<file path="config.mk">
export PLATFORM = sky130hd
export DESIGN_NAME = rpe_top
export DESIGN_NICKNAME = d
export VERILOG_FILES = /design/src/core/rpe_pkg.sv /design/src/core/rpe_tick.sv /design/src/core/rpe_top.sv
export SDC_FILE = /design/constraint.sdc
export NUM_CORES = 1
export LEC_CHECK = 0
export ABC_AREA = 1
export BUFFER_PORTS_ARGS = -buffer_cell sky130_fd_sc_hd__buf_2
export CAP_MARGIN = 30
export CORE_ASPECT_RATIO = 1.75
export CORE_MARGIN = 2
export CORE_UTILIZATION = 50
export DETAILED_ROUTE_END_ITERATION = 10
export PLACE_DENSITY = 0.71
export SLEW_MARGIN = 20
export SYNTH_ARGS = -nofsm -noshare
export SYNTH_HDL_FRONTEND = slang
export SYNTH_SLANG_ARGS = --single-unit
</file>
<file path="constraint.sdc">
create_clock -name clk -period 5.3 [get_ports clk]
set_input_delay 1.06 -clock clk [delete_from_list [all_inputs] [get_ports clk]]
set_output_delay 1.06 -clock clk [all_outputs]
set_load 0.005 [all_outputs]
</file>
<file path="src/core/rpe_pkg.sv">
// shared constants and types for the resonant edge-timing block
package rpe_pkg;

	// clock and tick timing
	localparam int CLK_NS   = 5;
	localparam int TICK_NS  = 5;
	localparam int TICK_CYC = (TICK_NS + CLK_NS - 1) / CLK_NS;
	localparam int TICK_W   = 4;

	// register indices; byte address is four times the index
	localparam logic [7:0] IDX_FREQ_SET   = 8'h40;
	localparam logic [7:0] IDX_RISE_DLY   = 8'h41;
	localparam logic [7:0] IDX_MAXPER_HI  = 8'h42;
	localparam logic [7:0] IDX_FALL_OFS   = 8'h43;
	localparam logic [7:0] IDX_MAXPER_LO  = 8'h44;
	localparam logic [7:0] IDX_PER_REQ    = 8'h60;
	localparam logic [7:0] IDX_STATUS     = 8'h61;

	// fields and values
	localparam logic [5:0] RES_ENABLE_CODE = 6'h3F;
	localparam int         FREQ_FLD_MSB    = 5;
	localparam int         MAXLO_FLD_LSB   = 4;
	localparam logic [7:0] FALL_SIGN_CODE  = 8'h80;
	localparam logic [11:0] PER_MIN        = 12'h002;

	// values after reset
	localparam logic [7:0]  RST_FREQ_SET  = 8'h00;
	localparam logic [7:0]  RST_RISE_DLY  = 8'h00;
	localparam logic [7:0]  RST_MAXPER_HI = 8'h00;
	localparam logic [7:0]  RST_FALL_OFS  = 8'h00;
	localparam logic [7:0]  RST_MAXPER_LO = 8'h00;
	localparam logic [11:0] RST_PER_REQ   = 12'h000;

	// status bit positions
	localparam int ST_ACTIVE = 0;
	localparam int ST_FIRST  = 1;
	localparam int ST_CLAMP  = 2;

	// cycle phase, gray along idle -> first -> second
	typedef enum logic [1:0]
	{
		RPE_IDLE   = 2'b00,
		RPE_FIRST  = 2'b01,
		RPE_SECOND = 2'b11
	} rpe_phase_t;

	// four switch drives travel together
	typedef struct packed
	{
		logic a;
		logic b;
		logic c;
		logic d;
	} rpe_drive_t;

	// whole state of the main module
	typedef struct packed
	{
		logic [7:0]  freq;
		logic [7:0]  rise;
		logic [7:0]  maxhi;
		logic [7:0]  maxlo;
		logic [7:0]  fall;
		logic [11:0] req;
		logic [11:0] cnt;
		logic [11:0] per;
		rpe_phase_t  phase;
		logic        clamp;
		logic        busy;
		logic [31:0] rdata;
		rpe_drive_t  drv;
	} rpe_state_t;

	// state of the tick divider
	typedef struct packed
	{
		logic [TICK_W-1:0] div;
		logic              tick;
	} rpe_tick_state_t;

endpackage

</file>
<file path="src/core/rpe_tick.sv">
// common timing tick divider
`timescale 1ns/1ps

module rpe_tick
(
	// clock and reset
	input  wire logic clk,
	input  wire logic rst_n,
	// tick out
	output logic      tick
);

	localparam logic [rpe_pkg::TICK_W-1:0] LAST =
		rpe_pkg::TICK_W'(rpe_pkg::TICK_CYC - 1);

	rpe_pkg::rpe_tick_state_t s_q;
	rpe_pkg::rpe_tick_state_t s_d;

	////////////////////////////////////////////////////////////////////////
	// divide clk down to one pulse per tick period
	always_comb
	begin
		s_d = s_q;
		if (s_q.div >= LAST)
		begin
			s_d.div  = '0;
			s_d.tick = 1'b1;
		end
		else
		begin
			s_d.div  = s_q.div + 1'b1;
			s_d.tick = 1'b0;
		end
	end

	// state register
	always_ff @(posedge clk or negedge rst_n)
	begin
		if (!rst_n)
			s_q <= '0;
		else
			s_q <= s_d;
	end

	assign tick = s_q.tick;

endmodule // rpe_tick

</file>
<file path="src/core/rpe_top.sv">
// resonant mode edge timing with its register slave
`timescale 1ns/1ps

// Behaviour
// - Resonant operation runs only while the frequency field holds all ones.
// - Drive A rises the programmed count of 5 ns ticks after cycle start.
// - The maximum period is the high byte joined with the companion nibble.
// - Each period count is one 5 ns tick; cycles are capped at that maximum but never run below two ticks.
// - Drive A falls at midpoint plus a negative signed offset in ticks; a positive offset leaves the fall at midpoint.
// - Duty stays fixed and only the cycle length is varied.
// - Drives A and B run in the first half only, C and D in the second.
module rpe_top
(
	// clock and reset
	input  wire logic        clk,
	input  wire logic        rst_n,
	// avalon-mm slave
	input  wire logic [9:0]  avs_address,
	input  wire logic        avs_read,
	input  wire logic        avs_write,
	input  wire logic [31:0] avs_writedata,
	input  wire logic [3:0]  avs_byteenable,
	output logic [31:0]      avs_readdata,
	output logic             avs_waitrequest,
	// switch drives
	output logic             first_half_drive_a,
	output logic             first_half_drive_b,
	output logic             second_half_drive_c,
	output logic             second_half_drive_d
);

	rpe_pkg::rpe_state_t s_q;
	rpe_pkg::rpe_state_t s_d;
	logic                tick;
	logic                req;
	logic [7:0]          word;
	logic                active;
	logic [11:0]         max_per;
	logic [11:0]         eff_per;
	logic [11:0]         cnt_nx;
	logic [13:0]         fall_pt;

	////////////////////////////////////////////////////////////////////////
	// helper functions

	// cycle length honouring the lower frequency limit
	function automatic logic [11:0] clamp_per(input logic [11:0] r,
		input logic [11:0] m);
		logic [11:0] v;
		v = (r > m) ? m : r;
		if (v < rpe_pkg::PER_MIN)
			v = rpe_pkg::PER_MIN;
		return v;
	endfunction

	// signed offset code widened to 14 bits
	function automatic logic [13:0] sext_ofs(input logic [7:0] c);
		return {{6{c[7]}}, c};
	endfunction

	// register read mux, unmapped reads as zero
	function automatic logic [31:0] rd_mux(input logic [7:0] w,
		input rpe_pkg::rpe_state_t s, input logic act);
		logic [31:0] r;
		r = '0;
		case (w)
			rpe_pkg::IDX_FREQ_SET:  r = {24'h000000, s.freq};
			rpe_pkg::IDX_RISE_DLY:  r = {24'h000000, s.rise};
			rpe_pkg::IDX_MAXPER_HI: r = {24'h000000, s.maxhi};
			rpe_pkg::IDX_FALL_OFS:  r = {24'h000000, s.fall};
			rpe_pkg::IDX_MAXPER_LO: r = {24'h000000, s.maxlo};
			rpe_pkg::IDX_PER_REQ:   r = {20'h00000, s.req};
			rpe_pkg::IDX_STATUS:
			begin
				r[rpe_pkg::ST_ACTIVE] = act;
				r[rpe_pkg::ST_FIRST]  = (s.phase == rpe_pkg::RPE_FIRST);
				r[rpe_pkg::ST_CLAMP]  = s.clamp;
			end
			default: r = '0;
		endcase
		return r;
	endfunction

	////////////////////////////////////////////////////////////////////////
	// common tick source
	rpe_tick u_tick
	(
		.clk   (clk),
		.rst_n (rst_n),
		.tick  (tick)
	);

	////////////////////////////////////////////////////////////////////////
	// derived values
	assign req  = avs_read | avs_write;
	assign word = avs_address[9:2];
	assign active = (s_q.freq[rpe_pkg::FREQ_FLD_MSB:0]
		== rpe_pkg::RES_ENABLE_CODE);
	// join high byte with upper nibble
	assign max_per = {s_q.maxhi, s_q.maxlo[7:rpe_pkg::MAXLO_FLD_LSB]};
	assign eff_per = clamp_per(s_q.req, max_per);
	assign cnt_nx  = s_q.cnt + 12'h001;
	assign fall_pt = {3'b000, s_q.per[11:1]} + sext_ofs(s_q.fall);

	////////////////////////////////////////////////////////////////////////
	// next-state logic
	always_comb
	begin
		s_d = s_q;

		// bus: one wait cycle, then the answer stands for one cycle
		if (req && s_q.busy)
		begin
			s_d.busy  = 1'b0;
			s_d.rdata = rd_mux(word, s_q, active);
		end
		else
		begin
			s_d.busy = 1'b1;
		end

		// writes land at the edge where waitrequest is seen low
		if (avs_write && !s_q.busy && avs_byteenable[0])
		begin
			case (word)
				rpe_pkg::IDX_FREQ_SET:  s_d.freq  = avs_writedata[7:0];
				rpe_pkg::IDX_RISE_DLY:  s_d.rise  = avs_writedata[7:0];
				rpe_pkg::IDX_MAXPER_HI: s_d.maxhi = avs_writedata[7:0];
				rpe_pkg::IDX_FALL_OFS:  s_d.fall  = avs_writedata[7:0];
				rpe_pkg::IDX_MAXPER_LO: s_d.maxlo = avs_writedata[7:0];
				rpe_pkg::IDX_PER_REQ:
				begin
					s_d.req[7:0] = avs_writedata[7:0];
					if (avs_byteenable[1])
						s_d.req[11:8] = avs_writedata[11:8];
				end
				default: s_d.freq = s_q.freq;
			endcase
		end

		// cycle counter; new length only taken at cycle start
		if (!active)
		begin
			s_d.cnt   = '0;
			s_d.phase = rpe_pkg::RPE_IDLE;
		end
		// counts advance on the tick only
		else if (tick)
		begin
			// wrap no later than the capped length
			if (s_q.phase == rpe_pkg::RPE_IDLE ||
				cnt_nx >= s_q.per)
			begin
				s_d.cnt   = '0;
				s_d.per   = eff_per;
				s_d.clamp = (s_q.req > max_per);
				s_d.phase = rpe_pkg::RPE_FIRST;
			end
			else
			begin
				s_d.cnt = cnt_nx;
				// halves split at a fixed midpoint
				if (cnt_nx < {1'b0, s_q.per[11:1]})
					s_d.phase = rpe_pkg::RPE_FIRST;
				else
					s_d.phase = rpe_pkg::RPE_SECOND;
			end
		end

		// drives follow the current count one cycle later
		// half-cycle gating
		s_d.drv.b = active && (s_q.phase == rpe_pkg::RPE_FIRST);
		s_d.drv.c = active && (s_q.phase == rpe_pkg::RPE_SECOND);
		s_d.drv.d = active && (s_q.phase == rpe_pkg::RPE_SECOND);
		s_d.drv.a = active && (s_q.phase == rpe_pkg::RPE_FIRST)
			&& ({1'b0, s_q.cnt} >= {5'h00, s_q.rise})
			&& ($signed({2'b00, s_q.cnt}) < $signed(fall_pt));
	end

	// state register; all outputs leave from here
	always_ff @(posedge clk or negedge rst_n)
	begin
		if (!rst_n)
		begin
			s_q       <= '0;
			s_q.freq  <= rpe_pkg::RST_FREQ_SET;
			s_q.rise  <= rpe_pkg::RST_RISE_DLY;
			s_q.maxhi <= rpe_pkg::RST_MAXPER_HI;
			s_q.fall  <= rpe_pkg::RST_FALL_OFS;
			s_q.maxlo <= rpe_pkg::RST_MAXPER_LO;
			s_q.req   <= rpe_pkg::RST_PER_REQ;
			s_q.per   <= rpe_pkg::PER_MIN;
			s_q.phase <= rpe_pkg::RPE_IDLE;
			s_q.busy  <= 1'b1;
		end
		else
		begin
			s_q <= s_d;
		end
	end

	assign avs_readdata        = s_q.rdata;
	assign avs_waitrequest     = s_q.busy;
	assign first_half_drive_a  = s_q.drv.a;
	assign first_half_drive_b  = s_q.drv.b;
	assign second_half_drive_c = s_q.drv.c;
	assign second_half_drive_d = s_q.drv.d;
endmodule // rpe_top

</file>
Word-level counts from Yosys, hierarchy flattened
Cells that the tools add are included.
W data, S select, Z words.
{ "totals": {"ff_bits": 120, "latchBits": 0, "ram_bits": 0, "mem_bits_ro": 0, "in_bits": 50, "output_inout_bits": 37, "word_cells": 72, "mem_count": 0} }
{ "classes": {"addsub": 3, "n_mul": 0, "n_div": 0, "order_cmp": 7, "n_eq_ne": 11, "shift": 0, "n_mux": 14, "bitwise_logic": 1, "reduce_logical": 18} }
{ "op_table": {"columns": ["cell", "n"], "rows": [
  ["$mux W12", 5],
  ["$eq A8 B7 Y1 const B", 7],
  ["$pmux W9 S6", 1],
  ["$mux W27", 1],
  ["$pmux W3 S7", 1],
  ["$add A12 B8 Y13", 1],
  ["$lt A13 B13 Y1", 1],
  ["$add A12 B1 Y12 const B", 1],
  ["$ge A12 B12 Y1", 1],
  ["$ge A12 B8 Y1", 1],
  ["$gt A12 B12 Y1", 1],
  ["$lt A12 B11 Y1", 1],
  ["$lt A12 B2 Y1 const B", 1],
  ["$reduce_and A2 Y1", 6],
  ["$logic_and A1 B1 Y1", 7],
  ["$eq A6 B6 Y1 const B", 1],
  ["$mux W2", 3],
  ["$reduce_and A3 Y1", 2],
  ["$mux W5", 1],
  ["$add A4 B1 Y4 const B", 1],
  ["$ge A4 B1 Y1 const B", 1],
  ["$eq A2 B1 Y1 const B", 1],
  ["$eq A2 B2 Y1 const B", 1],
  ["$logic_not A2 Y1", 1],
  ["5 further kinds", 6]
]} }

Longest topological paths before layout
{ "logic_depth": {"word_depth": 7, "depth_mapped": 18, "mapped_depth_nobuf": 18} }

Hierarchy
Synthesis repeated with hierarchy kept, for this count alone.
{ "unflattened": {"cells_unflattened": 809, "hier_area_um2": 6428.7} }
{ "by_module_without_submodules": {"columns": ["module", "instances", "cells_each", "area_per_inst_um2"], "rows": [
  ["rpe_top", 1, 807, 6399.9],
  ["rpe_tick", 1, 2, 28.8]
]} }

Worst setup path after synthesis
OpenSTA, ideal clock, no wires.
{ "synth_timing": {"path_type": "reg2reg", "start": "reg s_q[52] (netlist name)", "end": "reg s_q[37] (netlist name)", "arrival_ns": 2.616, "t_required_ns": 5.174, "setup_slack_ns": 2.558, "stages_incl_launch_ff": 17, "n_path_buf": 1, "synth_period_minus_slack_ns": 2.742, "cell_sequence": "dfrtp_1 ha_1 nand3_1 nor3_1 nand2_1 nor3_1 xor2_1 inv_1 ha_1 nand2_1 nor2_1 and2_1 nor2_1 o2111ai_2 nand2_2 buf_2 o21ai_0"} }
{ "synth_via": {"elab_chain_len": 4} }
{ "synth_rtl": {"columns": ["element", "line", "rtl"], "rows": [
  ["start: declaration", "rpe_top.sv:32", "rpe_pkg::rpe_state_t s_q;"],
  ["$add A12 B1 Y12", "rpe_top.sv:102", "assign cnt_nx = s_q.cnt + 12'h001;"],
  ["$ge A12 B12 Y1", "rpe_top.sv:152", "cnt_nx >= s_q.per)"],
  ["$logic_or A1 B1 Y1", "rpe_top.sv:151", "if (s_q.phase == rpe_pkg::RPE_IDLE ||"],
  ["$reduce_and A3 Y1 (no line)", null, null]
]} }
No other way between the ends.
A chain may end at the register's enable or synchronous reset.

Worst setup path in the final report
{ "layout_timing": {"start": "reg s_q[52] (netlist name)", "end": "reg s_q[40] (netlist name)"} }
Same word-level chain as after synthesis.

==> metrics.md <==
| Metric | Value |
|---|---|
| WL/cell | `16.12 um` |
| Crit path capture type | `register` |
| Die Width | `89.58 um` |
| Total iterations of the first detailed-routing run | `5` |
| # DRC | `0` |
| Antenna cells | `0` |
| TritonCTS clock tree | `built` |
| LEAKAGE | `3.490 nW` |
| Status | `finished clean` |
| Hold path start | `avs_readdata[10]` |
| Simple-gate share of the synthesized area | `20.01%` |
| Fin Clk Skew | `0.01169 ns` |
| ANT nets after route | `0` |
| Pin count of the biggest net entering global routing | `68` |
| Total Wirelength | `16200 um` |
| R2R depth | `17` |
| Fill cells | `1218` |
| CTS max path bufs | `2` |
| Max-cap viol count | `0` |
| Cts bufs inserted | `9` |
| Initial Utilization | `51.27%` |
| Iter 0 DRT Violations | `312` |
| Setup WS post-layout | `1.986 ns` |
| Vias in the first global route | `5097` |
| Unique masters post-synth | `49` |
| Clk sink count | `96` |
| Startpoint Class | `register` |
| PostCTS Resize Cnt | `0` |
| Die H | `153.8 um` |
| Fmax | `301.8 MHz` |
| Mux share of post-synthesis cell area | `0%` |
| Top-count cell post-synth | `nand2_1` |
| Yosys top cell by area | `dfrtp_1` |
| PnR Total Power | `1.506 mW` |
| Slew headroom | `59.89%` |
| Post-Place Worst Slack | `2.066 ns` |
| Final Hold Fails | `0` |
| Psw | `0.3937 mW` |
| Post-CTS Setup Bufs | `0` |
| RSZ-0062 raised after global routing | `no` |
| Clk pin slew, worst setup/hold paths | `0.07 ns` |
| Synth async-reset ratio | `100.0%` |
| Xor and xnor area share after synthesis | `2.187%` |
| Final Setup Violations | `0` |
| Placement Rows | `54` |
| Cell chosen for the clock root | `clkbuf_16` |
| WP data arrival | `3.55 ns` |
| Part of the power in registers | `50.2%` |
| Worst path required time | `5.54 ns` |
| CTS HTree Levels | `3` |
| Initial antenna violation count | `0` |
| P_int | `1.113 mW` |
| Core area | `12500 um^2` |
| Final Wtd Congestion | `0.9234` |
| Worst hold path endpoint | `avs_readdata[10]` |
| Post-synth EDFFs | `0` |
| Area fraction in compound gates after synthesis | `15.09%` |
| Max-slew violation count | `0` |
| Layout area overhead | `7.536%` |
| Hold Crit Class | `register to register` |
| CTS Hold Bufs | `0` |
| Net Sw Frac | `26.13%` |
| Layout cells sized above 1 | `11.83%` |
| Post-Synth Adder-Cell Area | `13.20%` |
| NumNets Final | `949` |
| Synthesized area | `6409 um^2` |
| Kind of critical path | `register to register` |
| DR vias | `5258` |
| Worst-path maximum fanout | `25` |
| Worst reg-to-reg setup slack | `1.99 ns` |
| First-pass GRT wire length | `25520 um` |
| Crit path time final | `3.314 ns` |
| Number of synthesized register bits | `96` |
| Top post-synthesis cells by count | `179 x nand2_1, 105 x inv_1, 94 x dfrtp_1` |
| Clk_lat worst skew | `0.35 ns` |
| Warning count from the yosys run | `0` |
| Port Buffers | `42` |
| Clk network pwr share | `42.1%` |
| Worst R2R End | `s_q[40]` |
| Largest family of logic cells by synthesized area | `simple AND/OR/NAND/NOR gates` |
| Yosys top cell area share | `36.70%` |
| IO Pins | `87` |
| Die area | `13770 um^2` |
| Post-synthesis sequential area ratio | `37.52%` |
| Grt total ovfl | `0` |
| Max rail drop VDD | `0.1551 mV` |
| Post-DP HPWL | `13050 um` |
| Top post-synthesis cells by area | `dfrtp_1 37%, ha_1 13%, nand2_1 10%` |
| Comb pwr share | `7.8%` |
| Final period utilization | `62.52%` |
| GRT Util Overall | `24.76%` |
| Power density over the cells | `218.6 nW/um^2` |
| Post-synthesis instance total | `804` |
| Vias per cell | `5.232` |
| Synth Flop Type | `dfrtp_1` |
| Avg Inst Size Synth | `7.971 um^2` |
| Reg2Reg Launch Point | `s_q[52]` |
| WHS Path Cells | `2` |
| Worst Tran Pin Value | `0.5961 ns` |
| Post-route setup TNS | `0 ns` |
==> registers in the layout, indices dropped and copies added (netlist names) <==
| register | count |
|---|---|
| s_q | 67 |
| avs_readdata | 12 |
| max_per | 12 |
| avs_waitrequest | 1 |
| first_half_drive_a | 1 |
| first_half_drive_b | 1 |
| second_half_drive_d | 1 |
| u_tick.tick | 1 |
==> per-stage QoR <==
| stage | area [um^2] | hold WS (ns) | util, % | cells |
|---|---|---|---|---|
| final | 6892 | 0.4809 | 55.14 | 1005 |
| after global routing | 6892 | 0.5132 | 55.14 | 1005 |
| after CTS | 6864 | 0.4855 | 54.91 | 1004 |
| after detailed placement | 6578 | 0.4676 | 52.62 | 988 |
| after global placement | 6578 | 0.4599 | 52.62 | 988 |
| after floorplan | 6480 | 0.4500 | - | 823 |
==> worst max-delay path by stage <==
stage,from,to,slack (ns),cells past startpoint
2_1_floorplan,s_q[52],s_q[37],2.56,16
3_3_place_gp,s_q[53],s_q[40],2.09,17
3_5_place_dp,s_q[52],s_q[40],2.07,17
4_1_cts,s_q[52],s_q[41],2.02,16
5_1_grt,s_q[52],s_q[49],1.60,16
6_report,s_q[52],s_q[40],1.99,17
==> cells by family (layout without fill, tap and decap cells) <==
kind of cell	after synthesis	in the layout
simple gates	291	291
compound gates	173	173
buf+inv	159	173
flops	96	96
fa+ha+maj	67	67
xor+xnor	16	16
other cells	2	21
==> placed cells by master (no fill, tap or decap), types with 5 or more instances in the layout <==
cell type    n
nand2_2     13
o31ai_1      5
o21ai_0     54
xor2_1      14
nor3_1       5
o21ai_1     31
a221oi_1     6
a21oi_1     50
nand3_1     30
nor2_1      38
ha_1        66
nand4_1      8
dfrtp_1     94
nand2_1    179
inv_2        7
o22ai_1      9
buf_2       41
clkbuf_16    9
conb_1      21
inv_1      105
==> metal layers <==
metal	up-vias	track usage (%)	part of all wire, %
li1	2656	-	-
met1	2435	26.38	36
met2	116	43.45	54
met3	51	2.201	2.3
met4	0	17.84	7.6
met5	-	0	0
==> power by group through the flow <==
stage,registers [mW],clock network (mW),logic [mW]
global placement,0.770,0,0.115
CTS,0.756,0.645,0.116
finish,0.756,0.634,0.117
detailed placement,0.770,0,0.116
floorplan,0.767,0,0.0828
global route,0.757,0.671,0.134
==> area by class of cell <==
class,instances,area [um^2],share of cell area [%]
well taps,168,210.2,3.050
flip-flops and latches,96,2405,34.89
clock inverters,7,61.31,0.8896
clock buffers,9,225.2,3.268
repair buffers,45,255.2,3.704
multi-input cells,568,3314,48.09
inverters,112,420.4,6.100
==> worst max-delay path, stage by stage (launching register included) <==
cell and delay [ns]:
dfrtp_1 0.48, ha_1 0.22, nand3_1 0.13, nor3_1 0.21
nand2_1 0.13, nor3_1 0.21, xor2_1 0.26, inv_1 0.10
ha_1 0.28, nand2_1 0.07, nor2_1 0.07, and2_1 0.15
nor2_1 0.13, o2111ai_2 0.20, nand2_2 0.36, nor2_1 0.07
nand2_1 0.07, nand2_1 0.04
(Power assumes the default switching activity.)
